File: src/verilog/ipl_params.svh
`ifndef IPL_PARAMS_SVH
`define IPL_PARAMS_SVH

// ----------------------------------------------------------------
// Clock and receive timing
// ----------------------------------------------------------------
`define IPL_CLK_HZ 50000000
`define IPL_ASK_BIT_HZ 2000
`define IPL_ASK_HALF_CYC (`IPL_CLK_HZ / (2 * `IPL_ASK_BIT_HZ))
`define IPL_GAP_MAX 16'hffff
`define IPL_GAP_ONE 16'h0001
`define IPL_SCORE_MAX 4'hf
`define IPL_PREAMBLE_MIN 4'h4

// ----------------------------------------------------------------
// Byte and packet framing
// ----------------------------------------------------------------
`define IPL_BIT_START 4'h0
`define IPL_BIT_PARITY 4'h9
`define IPL_BIT_STOP 4'ha
`define IPL_BUF_AW 5
`define IPL_BUF_DEPTH 6'h20
`define IPL_MIN_PACKET 6'h02
`define IPL_CEP_HEADER 8'h03

// ----------------------------------------------------------------
// Transmit timing, in oscillator counts and power cycles
// ----------------------------------------------------------------
`define IPL_OSC_KHZ 60000
`define IPL_SHIFT_COUNTS 16'h0003
`define IPL_MIN_BASE_PERIOD 16'h012d
`define IPL_FSK_HALF_LAST 8'hff

`endif

File: src/verilog/ipl_pkg.sv
`default_nettype none

package ipl_pkg;

    // Interval class of one envelope transition, Gray ordered by length
    typedef enum logic [1:0] {
        IPL_CLS_RUNT  = 2'h0,
        IPL_CLS_SHORT = 2'h1,
        IPL_CLS_LONG  = 2'h3,
        IPL_CLS_OVER  = 2'h2
    } ipl_cls_e;

    typedef enum logic [0:0] {
        IPL_RX_HUNT = 1'h0,
        IPL_RX_DATA = 1'h1
    } ipl_rx_e;

    typedef enum logic [2:0] {
        IPL_TX_IDLE  = 3'h0,
        IPL_TX_WAIT  = 3'h1,
        IPL_TX_LOAD  = 3'h3,
        IPL_TX_FRAME = 3'h2,
        IPL_TX_SEND  = 3'h6
    } ipl_tx_e;

endpackage : ipl_pkg

`default_nettype wire
File: src/verilog/ipl_codec.sv
`default_nettype none

`include "ipl_params.svh"

module ipl_codec
    import ipl_pkg::*;
#(
    parameter int ASK_HALF_CYC = `IPL_ASK_HALF_CYC
) (
    input wire logic i_clk_sys,
    input wire logic i_reset,
    input wire logic i_voltage_envelope_input,
    input wire logic i_current_envelope_input,
    input wire logic i_power_cycle,
    input wire logic [15:0] i_base_period,
    input wire logic i_tx_start,
    input wire logic [`IPL_BUF_AW-1:0] i_tx_byte_count,
    input wire logic i_tx_wr_en,
    input wire logic [`IPL_BUF_AW-1:0] i_tx_wr_addr,
    input wire logic [7:0] i_tx_wr_data,
    input wire logic [`IPL_BUF_AW-1:0] i_rx_rd_addr,
    output logic [7:0] o_rx_rd_data,
    output logic o_rx_packet_ok,
    output logic o_rx_packet_bad,
    output logic [5:0] o_rx_length,
    output logic o_path_current,
    output logic [15:0] o_drive_period,
    output logic o_drive_shifted,
    output logic o_tx_busy,
    output logic o_tx_done,
    output logic o_tx_refused
);

    // ----------------------------------------------------------------
    // Interval thresholds, derived from the half-bit time
    // ----------------------------------------------------------------
    localparam logic [15:0] THR_RUNT = 16'(ASK_HALF_CYC / 2);
    localparam logic [15:0] THR_SHORT = 16'((3 * ASK_HALF_CYC) / 2);
    localparam logic [15:0] THR_LONG = 16'((5 * ASK_HALF_CYC) / 2);
    localparam logic [15:0] THR_OVER = 16'((5 * ASK_HALF_CYC) / 2 + 1);

    function automatic ipl_cls_e classify(input logic [15:0] gap);
        if (gap < THR_RUNT) begin
            classify = IPL_CLS_RUNT;
        end else if (gap < THR_SHORT) begin
            classify = IPL_CLS_SHORT;
        end else if (gap <= THR_LONG) begin
            classify = IPL_CLS_LONG;
        end else begin
            classify = IPL_CLS_OVER;
        end
    endfunction : classify

    // ----------------------------------------------------------------
    // Pin synchronisers
    // ----------------------------------------------------------------
    logic [2:0] v_sync_q;
    logic [2:0] c_sync_q;
    logic [2:0] p_sync_q;

    always_ff @(posedge i_clk_sys or posedge i_reset) begin
        if (i_reset) begin
            v_sync_q <= 3'h0;
            c_sync_q <= 3'h0;
            p_sync_q <= 3'h0;
        end else begin
            v_sync_q <= {v_sync_q[1:0], i_voltage_envelope_input};
            c_sync_q <= {c_sync_q[1:0], i_current_envelope_input};
            p_sync_q <= {p_sync_q[1:0], i_power_cycle};
        end
    end

    logic [1:0] env_edge;
    logic power_tick;
    assign env_edge = {c_sync_q[2] ^ c_sync_q[1], v_sync_q[2] ^ v_sync_q[1]};
    assign power_tick = p_sync_q[1] & ~p_sync_q[2];

    // ----------------------------------------------------------------
    // Per-path interval timers and quality scores
    // ----------------------------------------------------------------
    logic [15:0] gap_q [2];
    logic [3:0] score_q [2];

    always_ff @(posedge i_clk_sys or posedge i_reset) begin
        if (i_reset) begin
            for (int p = 0; p < 2; p++) begin
                gap_q[p] <= `IPL_GAP_MAX;
                score_q[p] <= 4'h0;
            end
        end else begin
            for (int p = 0; p < 2; p++) begin
                if (env_edge[p]) begin
                    gap_q[p] <= `IPL_GAP_ONE;
                    // Only intervals that fit the bit grid count as good signal
                    if (classify(gap_q[p]) == IPL_CLS_SHORT || classify(gap_q[p]) == IPL_CLS_LONG) begin
                        if (score_q[p] != `IPL_SCORE_MAX) score_q[p] <= score_q[p] + 4'h1;
                    end else if (score_q[p] != 4'h0) begin
                        score_q[p] <= score_q[p] - 4'h1;
                    end
                end else if (gap_q[p] != `IPL_GAP_MAX) begin
                    gap_q[p] <= gap_q[p] + `IPL_GAP_ONE;
                end
            end
        end
    end

    // ----------------------------------------------------------------
    // Shared bit decoder on the selected path
    // ----------------------------------------------------------------
    ipl_rx_e rx_state_q;
    logic sel_q;
    logic half_q;
    logic sel_edge;
    logic sel_timeout;
    ipl_cls_e sel_cls;
    logic bit_valid;
    logic bit_val;
    logic bit_err;

    assign sel_edge = env_edge[sel_q];
    assign sel_cls = classify(gap_q[sel_q]);
    assign sel_timeout = (gap_q[sel_q] == THR_OVER);

    // Path only switches between packets so a packet never mixes sources
    always_ff @(posedge i_clk_sys or posedge i_reset) begin
        if (i_reset) begin
            sel_q <= 1'b0;
        end else if (rx_state_q == IPL_RX_HUNT) begin
            sel_q <= (score_q[1] > score_q[0]);
        end
    end

    always_comb begin
        bit_valid = 1'b0;
        bit_val = 1'b0;
        bit_err = 1'b0;
        if (sel_edge) begin
            case (sel_cls)
                IPL_CLS_SHORT: begin
                    if (half_q) begin
                        bit_valid = 1'b1;
                        bit_val = 1'b1;
                    end
                end
                IPL_CLS_LONG: begin
                    // While hunting, a long after a lone short realigns the half-bit phase
                    if (half_q && rx_state_q == IPL_RX_DATA) begin
                        bit_err = 1'b1;
                    end else begin
                        bit_valid = 1'b1;
                    end
                end
                default: begin
                    bit_err = 1'b1;
                end
            endcase
        end
    end

    always_ff @(posedge i_clk_sys or posedge i_reset) begin
        if (i_reset) begin
            half_q <= 1'b0;
        end else if (sel_edge && sel_cls == IPL_CLS_SHORT) begin
            half_q <= ~half_q;
        end else if (sel_edge || sel_timeout) begin
            half_q <= 1'b0;
        end
    end

    // ----------------------------------------------------------------
    // Byte and packet assembly
    // ----------------------------------------------------------------
    logic [3:0] pre_cnt_q;
    logic [3:0] rx_idx_q;
    logic [7:0] rx_sh_q;
    logic [5:0] rx_cnt_q;
    logic [7:0] rx_xor_q;
    logic [7:0] rx_hdr_q;
    logic rxm_we_q;
    logic [`IPL_BUF_AW-1:0] rxm_addr_q;
    logic [7:0] rxm_data_q;

    always_ff @(posedge i_clk_sys or posedge i_reset) begin
        if (i_reset) begin
            rx_state_q <= IPL_RX_HUNT;
            pre_cnt_q <= 4'h0;
            rx_idx_q <= `IPL_BIT_START;
            rx_sh_q <= 8'h00;
            rx_cnt_q <= 6'h00;
            rx_xor_q <= 8'h00;
            rx_hdr_q <= 8'h00;
            rxm_we_q <= 1'b0;
            rxm_addr_q <= '0;
            rxm_data_q <= 8'h00;
            o_rx_packet_ok <= 1'b0;
            o_rx_packet_bad <= 1'b0;
            o_rx_length <= 6'h00;
        end else begin
            rxm_we_q <= 1'b0;
            o_rx_packet_ok <= 1'b0;
            o_rx_packet_bad <= 1'b0;
            case (rx_state_q)
                IPL_RX_HUNT: begin
                    if (bit_err || sel_timeout) begin
                        pre_cnt_q <= 4'h0;
                    end else if (bit_valid && bit_val) begin
                        if (pre_cnt_q != `IPL_PREAMBLE_MIN) pre_cnt_q <= pre_cnt_q + 4'h1;
                    end else if (bit_valid) begin
                        pre_cnt_q <= 4'h0;
                        // Start bit after enough preamble ones opens the header byte
                        if (pre_cnt_q == `IPL_PREAMBLE_MIN) begin
                            rx_state_q <= IPL_RX_DATA;
                            rx_idx_q <= `IPL_BIT_START + 4'h1;
                            rx_cnt_q <= 6'h00;
                            rx_xor_q <= 8'h00;
                        end
                    end
                end
                IPL_RX_DATA: begin
                    if (sel_timeout) begin
                        rx_state_q <= IPL_RX_HUNT;
                        // Packet ends when the line goes quiet between bytes
                        if (rx_idx_q == `IPL_BIT_START && rx_cnt_q >= `IPL_MIN_PACKET
                            && rx_xor_q == 8'h00) begin
                            o_rx_packet_ok <= 1'b1;
                            o_rx_length <= rx_cnt_q;
                        end else begin
                            o_rx_packet_bad <= 1'b1;
                        end
                    end else if (bit_err) begin
                        rx_state_q <= IPL_RX_HUNT;
                        o_rx_packet_bad <= 1'b1;
                    end else if (bit_valid) begin
                        rx_idx_q <= rx_idx_q + 4'h1;
                        if (rx_idx_q == `IPL_BIT_START) begin
                            if (bit_val || rx_cnt_q == `IPL_BUF_DEPTH) begin
                                rx_state_q <= IPL_RX_HUNT;
                                o_rx_packet_bad <= 1'b1;
                            end
                        end else if (rx_idx_q < `IPL_BIT_PARITY) begin
                            rx_sh_q <= {bit_val, rx_sh_q[7:1]};
                        end else if (rx_idx_q == `IPL_BIT_PARITY) begin
                            if (~^{rx_sh_q, bit_val}) begin
                                rx_state_q <= IPL_RX_HUNT;
                                o_rx_packet_bad <= 1'b1;
                            end
                        end else begin
                            rx_idx_q <= `IPL_BIT_START;
                            if (!bit_val) begin
                                rx_state_q <= IPL_RX_HUNT;
                                o_rx_packet_bad <= 1'b1;
                            end else begin
                                rxm_we_q <= 1'b1;
                                rxm_addr_q <= rx_cnt_q[`IPL_BUF_AW-1:0];
                                rxm_data_q <= rx_sh_q;
                                rx_xor_q <= rx_xor_q ^ rx_sh_q;
                                rx_cnt_q <= rx_cnt_q + 6'h01;
                                if (rx_cnt_q == 6'h00) rx_hdr_q <= rx_sh_q;
                            end
                        end
                    end
                end
                default: begin
                    rx_state_q <= IPL_RX_HUNT;
                end
            endcase
        end
    end

    always_ff @(posedge i_clk_sys or posedge i_reset) begin
        if (i_reset) begin
            o_path_current <= 1'b0;
        end else begin
            o_path_current <= sel_q;
        end
    end

    ipl_mem u_rx_mem (
        .i_clk_sys(i_clk_sys),
        .i_reset(i_reset),
        .i_wr_en(rxm_we_q),
        .i_wr_addr(rxm_addr_q),
        .i_wr_data(rxm_data_q),
        .i_rd_addr(i_rx_rd_addr),
        .o_rd_data(o_rx_rd_data)
    );

    // ----------------------------------------------------------------
    // Frequency-shift transmitter
    // ----------------------------------------------------------------
    ipl_tx_e tx_state_q;
    logic [`IPL_BUF_AW-1:0] tx_idx_q;
    logic [`IPL_BUF_AW-1:0] tx_last_q;
    logic [10:0] tx_frame_q;
    logic [3:0] tx_bit_q;
    logic tx_half_q;
    logic [7:0] tx_cyc_q;
    logic [7:0] txm_data;
    logic cep_seen;

    assign cep_seen = o_rx_packet_ok && rx_hdr_q == `IPL_CEP_HEADER;

    always_ff @(posedge i_clk_sys or posedge i_reset) begin
        if (i_reset) begin
            tx_state_q <= IPL_TX_IDLE;
            tx_idx_q <= '0;
            tx_last_q <= '0;
            tx_frame_q <= 11'h000;
            tx_bit_q <= `IPL_BIT_START;
            tx_half_q <= 1'b0;
            tx_cyc_q <= 8'h00;
            o_drive_shifted <= 1'b0;
            o_tx_done <= 1'b0;
            o_tx_refused <= 1'b0;
        end else begin
            o_tx_done <= 1'b0;
            o_tx_refused <= 1'b0;
            if (i_tx_start && (tx_state_q != IPL_TX_IDLE || i_tx_byte_count == '0
                || i_base_period < `IPL_MIN_BASE_PERIOD)) begin
                o_tx_refused <= 1'b1;
            end
            case (tx_state_q)
                IPL_TX_IDLE: begin
                    if (i_tx_start && i_tx_byte_count != '0 && i_base_period >= `IPL_MIN_BASE_PERIOD) begin
                        tx_state_q <= IPL_TX_WAIT;
                        tx_idx_q <= '0;
                        tx_last_q <= i_tx_byte_count - 1'b1;
                    end
                end
                IPL_TX_WAIT: begin
                    if (cep_seen) tx_state_q <= IPL_TX_LOAD;
                end
                IPL_TX_LOAD: begin
                    // Buffer read data is registered, so wait one cycle for it
                    tx_state_q <= IPL_TX_FRAME;
                end
                IPL_TX_FRAME: begin
                    tx_frame_q <= {1'b1, ~^txm_data, txm_data, 1'b0};
                    tx_bit_q <= `IPL_BIT_START;
                    tx_half_q <= 1'b0;
                    tx_cyc_q <= 8'h00;
                    o_drive_shifted <= 1'b1;
                    tx_state_q <= IPL_TX_SEND;
                end
                IPL_TX_SEND: begin
                    if (power_tick) begin
                        if (tx_cyc_q != `IPL_FSK_HALF_LAST) begin
                            tx_cyc_q <= tx_cyc_q + 8'h01;
                        end else begin
                            tx_cyc_q <= 8'h00;
                            tx_half_q <= ~tx_half_q;
                            if (!tx_half_q) begin
                                if (tx_bit_q != `IPL_BIT_START && tx_frame_q[tx_bit_q]) begin
                                    o_drive_shifted <= ~o_drive_shifted;
                                end
                            end else if (tx_bit_q == `IPL_BIT_STOP) begin
                                if (tx_idx_q == tx_last_q) begin
                                    tx_state_q <= IPL_TX_IDLE;
                                    o_drive_shifted <= 1'b0;
                                    o_tx_done <= 1'b1;
                                end else begin
                                    tx_idx_q <= tx_idx_q + 1'b1;
                                    tx_state_q <= IPL_TX_LOAD;
                                end
                            end else begin
                                tx_bit_q <= tx_bit_q + 4'h1;
                                // Boundary toggle; a zero then holds for both halves
                                o_drive_shifted <= ~o_drive_shifted;
                            end
                        end
                    end
                end
                default: begin
                    tx_state_q <= IPL_TX_IDLE;
                end
            endcase
        end
    end

    always_ff @(posedge i_clk_sys or posedge i_reset) begin
        if (i_reset) begin
            o_drive_period <= 16'h0000;
            o_tx_busy <= 1'b0;
        end else begin
            // Period count feeds the oscillator-timed power stage
            o_drive_period <= o_drive_shifted ? i_base_period - `IPL_SHIFT_COUNTS : i_base_period;
            o_tx_busy <= (tx_state_q != IPL_TX_IDLE);
        end
    end

    ipl_mem u_tx_mem (
        .i_clk_sys(i_clk_sys),
        .i_reset(i_reset),
        .i_wr_en(i_tx_wr_en),
        .i_wr_addr(i_tx_wr_addr),
        .i_wr_data(i_tx_wr_data),
        .i_rd_addr(tx_idx_q),
        .o_rd_data(txm_data)
    );

endmodule : ipl_codec

`default_nettype wire

File: src/verilog/ipl_mem.sv
`default_nettype none

`include "ipl_params.svh"

module ipl_mem (
    input wire logic i_clk_sys,
    input wire logic i_reset,
    input wire logic i_wr_en,
    input wire logic [`IPL_BUF_AW-1:0] i_wr_addr,
    input wire logic [7:0] i_wr_data,
    input wire logic [`IPL_BUF_AW-1:0] i_rd_addr,
    output logic [7:0] o_rd_data
);

    logic [7:0] mem [1 << `IPL_BUF_AW];

    // Array carries no reset so it can map onto plain storage
    always_ff @(posedge i_clk_sys) begin
        if (i_wr_en) begin
            mem[i_wr_addr] <= i_wr_data;
        end
    end

    always_ff @(posedge i_clk_sys or posedge i_reset) begin
        if (i_reset) begin
            o_rd_data <= 8'h00;
        end else begin
            o_rd_data <= mem[i_rd_addr];
        end
    end

endmodule : ipl_mem

`default_nettype wire

File: config.mk
export PLATFORM = sky130hd
export DESIGN_NAME = ipl_codec
export DESIGN_NICKNAME = d
export VERILOG_FILES = /design/src/verilog/ipl_pkg.sv /design/src/verilog/ipl_codec.sv /design/src/verilog/ipl_mem.sv
export VERILOG_INCLUDE_DIRS = /design/src /design/src/verilog
export SDC_FILE = /design/constraint.sdc
export NUM_CORES = 1
export LEC_CHECK = 0
export BUFFER_PORTS_ARGS = -buffer_cell sky130_fd_sc_hd__buf_2
export CORE_MARGIN = 3
export CORE_UTILIZATION = 49
export CTS_CLUSTER_DIAMETER = 50
export DETAILED_ROUTE_END_ITERATION = 12
export GPL_ROUTABILITY_DRIVEN = 1
export GPL_TIMING_DRIVEN = 0
export PLACE_DENSITY = 0.75
export SYNTH_ARGS = -nofsm -noshare
export SYNTH_HDL_FRONTEND = slang
export SYNTH_SLANG_ARGS = --single-unit
File: constraint.sdc
create_clock -name i_clk_sys -period 6.4 [get_ports i_clk_sys]
set_input_delay 1.92 -clock i_clk_sys [delete_from_list [all_inputs] [get_ports i_clk_sys]]
set_output_delay 1.92 -clock i_clk_sys [all_outputs]
set_load 0.01 [all_outputs]
Word-level counts from Yosys, hierarchy flattened
Memories as Yosys holds them, arrays and structs flattened. A register that Yosys moved wholly into a read port is not among the register bits. Index checks and enable logic that the tools add are counted.

Add/subtract/negate cells: 14. $lt $le $gt $ge: 17. Equality and inequality tests: 47. Muxes and demuxes: 158. Bitwise logic cells: 15. Reductions and logical operators: 53.

Operator list (count): two-way mux 16 bit (8); two-way mux 8 bit (13); two-way mux 4 bit (24); two-way mux 1 bit (68); two-way mux 6 bit (11); <= comparator 16 x 15 -> 1 bit, second input constant (3); less-than comparator 16 x 13 -> 1 bit, second input constant (3); less-than comparator 16 x 15 -> 1 bit, second input constant (3); adder 16 x 1 -> 16 bit, second input constant (2); != test 16 bit, second input constant (2); != test 2 bit, second input constant (16); one-hot mux 8 bit (2 select lines) (2); two-way mux 5 bit (6); adder 4 x 1 -> 4 bit, second input constant (5); two-way mux 2 bit (9); two-way mux 3 bit (6); equality test 16 x 15 -> 1 bit, second input constant (1); greater-or-equal comparator 16 x 9 -> 1 bit, second input constant (1); less-than comparator 16 x 9 -> 1 bit, second input constant (1); one-hot mux 4 bit (2 select lines) (2); subtractor 16 x 2 -> 16 bit, second input constant (1); one-hot mux 3 bit (5 select lines) (1); AND reduction 3 bit (5); AND reduction 7 bit (2); other kinds (55) (109).

Register bits after elaboration: 169. RAM bits: 512. Input port bits: 46. Output and inout bits: 37. Logic and storage cells: 341. Memories: 2.

Memories: u_rx_mem.mem (depth 32, width 8, read ports 1, clocked after Yosys merged registers in 1, wr ports 1, line ipl_mem.sv:15) `` logic [7:0] mem [1 << `IPL_BUF_AW]; ``; u_tx_mem.mem (depth 32, width 8, read ports 1, clocked after Yosys merged registers in 1, wr ports 1, line ipl_mem.sv:15).

Longest topological paths before layout
Word-level depth: 20. Mapped depth: 11. Mapped depth without buffers: 10.

Modules after synthesis
Synthesis repeated with hierarchy kept, for this count alone.

Cells, all modules: 1784. Area, all modules: 29381.9 sq um.

Modules (own cells, without submodules): ipl_mem (times used 2, cells an instance 418, area each 10097.2 sq um); ipl_codec (times used 1, cells an instance 948, area each 9187.6 sq um).

Worst setup path after synthesis
No wires, ideal clock.

Path type: input -> register. Start point: input port i_rx_rd_addr[0]. End point: register u_rx_mem.o_rd_data[0], read port of u_rx_mem.mem. Setup time: 125 ps. Arrival: 4106 ps. Data required time: 6275 ps. Setup slack: 2169 ps. Cell stages on the path: 5. Path buffers: 2. Cell sequence: clkbuf_1 > buf_1 > mux4_2 > mux4_2 > mux2_2.

RTL lines: start: declaration (line ipl_codec.sv:21) `` input wire logic [`IPL_BUF_AW-1:0] i_rx_rd_addr, ``; end: declaration (line ipl_mem.sv:12) `output logic [7:0] o_rd_data`.

==> summary.txt <==
Status
  – Status: finished, final reports clean

Clock network
  – TritonCTS clock tree: yes
  – TritonCTS Buffers: 77
  – Sink Count: between 600 and 700
  – Root Driver: clkbuf_16
  – Clock buffer depth: 3
  – CTS hold repair buffers: 0
  – Setup Fix Bufs, Post-CTS: 0
  – Clock-pin slew on the worst setup and hold paths: ~60 ps
  – H-tree level count: 3
  – Worst-Skew Late Latency: approximately 620 ps
  – PostCTS Resize Cnt: 0

STA
  – Fin crit period: 4210 ps
  – RSZ-0062 raised after global routing: no
  – Clk_skew: 23.9 ps
  – F_max: 237 MHz
  – Worst Tran Pin Value: 1250 ps
  – Slew margin rel.: between 15 and 20%
  – Setup TNS: 0 ps
  – Fin. Hold Viols: 0
  – Setup ws final: 2190 ps
  – Final Slew Violations: 0
  – Final setup violation count: 0
  – Final period utilization: approximately 66%

Setup path
  – Crit end category: register
  – Worst Setup SP: i_rx_rd_addr[0]
  – R2r setup slk: 2590 ps
  – R2R Path End: rx_xor_q[4]
  – Critical Path, Cell by Cell: clkbuf_1 -> buf_1 -> mux4_2 -> mux4_2 -> mux2_2
  – WP data required: around 6900 ps
  – Slowest CP cell: buf_1
  – Most common cell on crit path: mux4_2
  – Critical Path Sink: u_rx_mem.o_rd_data[5]
  – Cells on worst reg2reg path: 11
  – Arrival @ worst endpoint: about 4700 ps
  – CP Launch Type: input port
  – Worst-path fanout max: 10
  – Setup CP Type: in2reg
  – CP max stage delay: approximately 780 ps
  – Reg2reg start: sel_q

Detailed routing
  – Residual DRC: 0
  – Routed vias/inst: slightly below 6
  – WL final: around 62000 um
  – Via count: 16.2k
  – ANT nets after route: 0
  – Wire per inst: approximately 23 um
  – Iteration-0 DRC Markers: between 1k and 1.5k
  – Pre-Repair DR Iteration Count: 5

Floorplanning
  – Die span in y: 250 um
  – CORE AREA: 58400 um^2
  – Die W: ~250 um
  – Rows: 88
  – Die ar.: 62700 um^2
  – Io pins: 83
  – Starting Density: 50.2%

Global routing
  – GRT Util Overall: 20.0%
  – Initial antenna violation count: 1
  – Pin count of the biggest net entering global routing: 44
  – Vias in the first global route: ~17k
  – GR Overflow Total: 0
  – First-pass GRT wire length: 97900 um

Yosys
  – Async S/R FF share, synth: a little over a quarter
  – Post-synth top area cell: edfxtp_1
  – Synth Instances: 1751
  – Synth warnings: 0
  – Synthesized area per cell: between 15 and 20 um^2
  – Mapped Area: 29300 um^2
  – Main synth FF type: edfxtp_1
  – Synthesized flop and latch total: 697
  – Synth unique cells: 78
  – Sequential area share after synthesis: approximately 68%
  – Net Count, Synth: 1826
  – Main area contributors after synthesis: edfxtp_1, dfrtp_1, mux4_2
  – Post-synth EDFFs: 512
  – Top cell type's share of synthesized area: 52.5%

Finish
  – Share of layout cells above drive strength 1: between 20% and 30%
  – Core Util, Final: between 50% and 60%
  – # fillers: roughly 4.3k
  – Area grow syn2layout: 13.5%
  – Ant. Diodes: 0
  – Layout Nets: around 2.0k

Power and ir drop
  – Pwr/cell area: roughly 290 nW/um^2
  – Pleak: around 0.011 uW
  – Max VDD drop: between 0.2 and 0.3 mV

Run
  – Max cap viols: 0

Placement
  – Port Buffers: between 70 and 80
  – Routability cong.: around 0.84
  – Pre-CTS setup slack: 1490 ps
  – Hpwl dp: around 40000 um

Worst hold path
  – Worst hold path class: reg2reg
## routing by layer
metal | vias to the layer above | GRT usage [%] | wire [um]
met1 | 8368 | 26.4 | 25100
met5 | - | 0 | 13
met2 | 550 | 34.5 | 31900
met4 | 2 | 5.06 | 1220
met3 | 94 | 3.65 | 3600
li1 | 7211 | - | -
## flip-flops by register name (all words and copies together) (netlist names), 6 cells and up
signal              count
u_tx_mem.mem          256
score_q                 8
gap_q                  32
tx_cyc_q                8
tx_frame_q             10
o_drive_period         16
u_rx_mem.o_rd_data      8
o_rx_length             6
rx_xor_q                8
u_rx_mem.mem          256
rx_cnt_q                6
u_tx_mem.o_rd_data      8
rxm_data_q              8
rx_hdr_q                8
rx_sh_q                 8
## placed cells by master, fill, tap and decap left out, drive strengths merged, types with 5 or more instances in the layout
master,Yosys,final
clkinv,0,20
o31ai,6,6
nand3,39,39
nor3,19,19
dfstp,32,32
o21ai,66,66
clkbuf,60,162
nand4,18,18
nor2,126,126
ha,27,27
o211ai,5,5
mux4,160,160
or2,6,6
and3,12,12
xnor2,38,38
nand2b,11,11
a211oi,18,18
inv,51,60
mux2,45,45
dfrtp,153,153
or4,9,9
o21bai,13,13
nand2,71,71
bufinv,0,5
buf,22,103
a21oi,26,26
mux2i,35,35
nand3b,14,14
a31oi,5,5
and2,7,7
nor2b,6,6
nor4,16,16
xor2,32,32
a21o,7,7
or3,13,13
or3b,7,7
edfxtp,512,512
clkinvlp,0,6
## through the flow
| stage | std cells | hold WS, ps | instance area [um^2] | power, uW |
|---|---|---|---|---|
| finish | 2739 | 353 | 33200 | 9490 |
| global route | 2739 | 364 | 33200 | 9780 |
| CTS | 2739 | 347 | 33200 | 9570 |
| detailed placement | 2597 | 336 | 30700 | 5250 |
| global placement | 2593 | 334 | 30600 | 5230 |
| floorplan | 1751 | 331 | 29300 | 5140 |
## worst min path at each step
stage / startpoint / end / slack, ps / cells after the start
floorplan: c_sync_q[0] / c_sync_q[1] / 330 / 0
global placement: p_sync_q[0] / p_sync_q[1] / 330 / 0
detailed placement: p_sync_q[0] / p_sync_q[1] / 340 / 0
CTS: p_sync_q[0] / p_sync_q[1] / 350 / 0
global route: p_sync_q[0] / p_sync_q[1] / 360 / 0
finish: p_sync_q[0] / p_sync_q[1] / 350 / 0
## cell type report
| class | count | area [um^2] | share of cell area [%] |
|---|---|---|---|
| Clock buffer | 102 | 2070 | 6.24 |
| Multi-Input combinational cell | 921 | 8710 | 26.2 |
| Timing Repair Buffer | 81 | 465 | 1.40 |
| Buffer | 82 | 320 | 0.965 |
| Sequential cell | 697 | 20000 | 60.4 |
| Tap cell | 765 | 957 | 2.88 |
| Inverter | 51 | 195 | 0.588 |
| Clock inverter | 40 | 439 | 1.32 |
## worst max-delay path, delay by kind of cell
kind	cells	cell delay, ps
mux	3	1450
buf+inv	2	1320
## cells in the mapped netlist, types with 9 or more instances
cell type    n
edfxtp_1   512
mux4_2     160
dfrtp_1    153
nor2_1     126
nand2_1     71
o21ai_0     65
clkbuf_1    60
inv_1       51
mux2_2      45
nand3_1     39
xnor2_1     38
mux2i_1     35
dfstp_2     32
xor2_1      32
ha_1        27
a21oi_1     26
nand4_1     18
nor3_1      18
a211oi_1    17
buf_1       16
nor4_1      15
nand3b_1    14
o21bai_1    13
or3_1       13
and3_1      12
nand2b_1    11
or4_1        9
## cells by family (layout without fill, tap and decap cells)
logic type      after synthesis  after routing  share of synthesized area, %
flops                       697            697                          68.5
simple gates                389            389                          6.76
mux                         240            240                          15.2
compound gates              193            193                          4.38
buf+inv                     133            356                          1.75
xor+xnor                     70             70                          2.09
fa+ha+maj                    29             29                          1.29
## power breakdown
group / total [uW] / switching [uW] / internal [uW]
clock: 4330 / 1810 / 2520
combinational: 247 / 164 / 82.9
sequential: 4910 / 25.7 / 4880
total: 9490 / 2000 / 7490
Power figures use the tool's default switching activity.
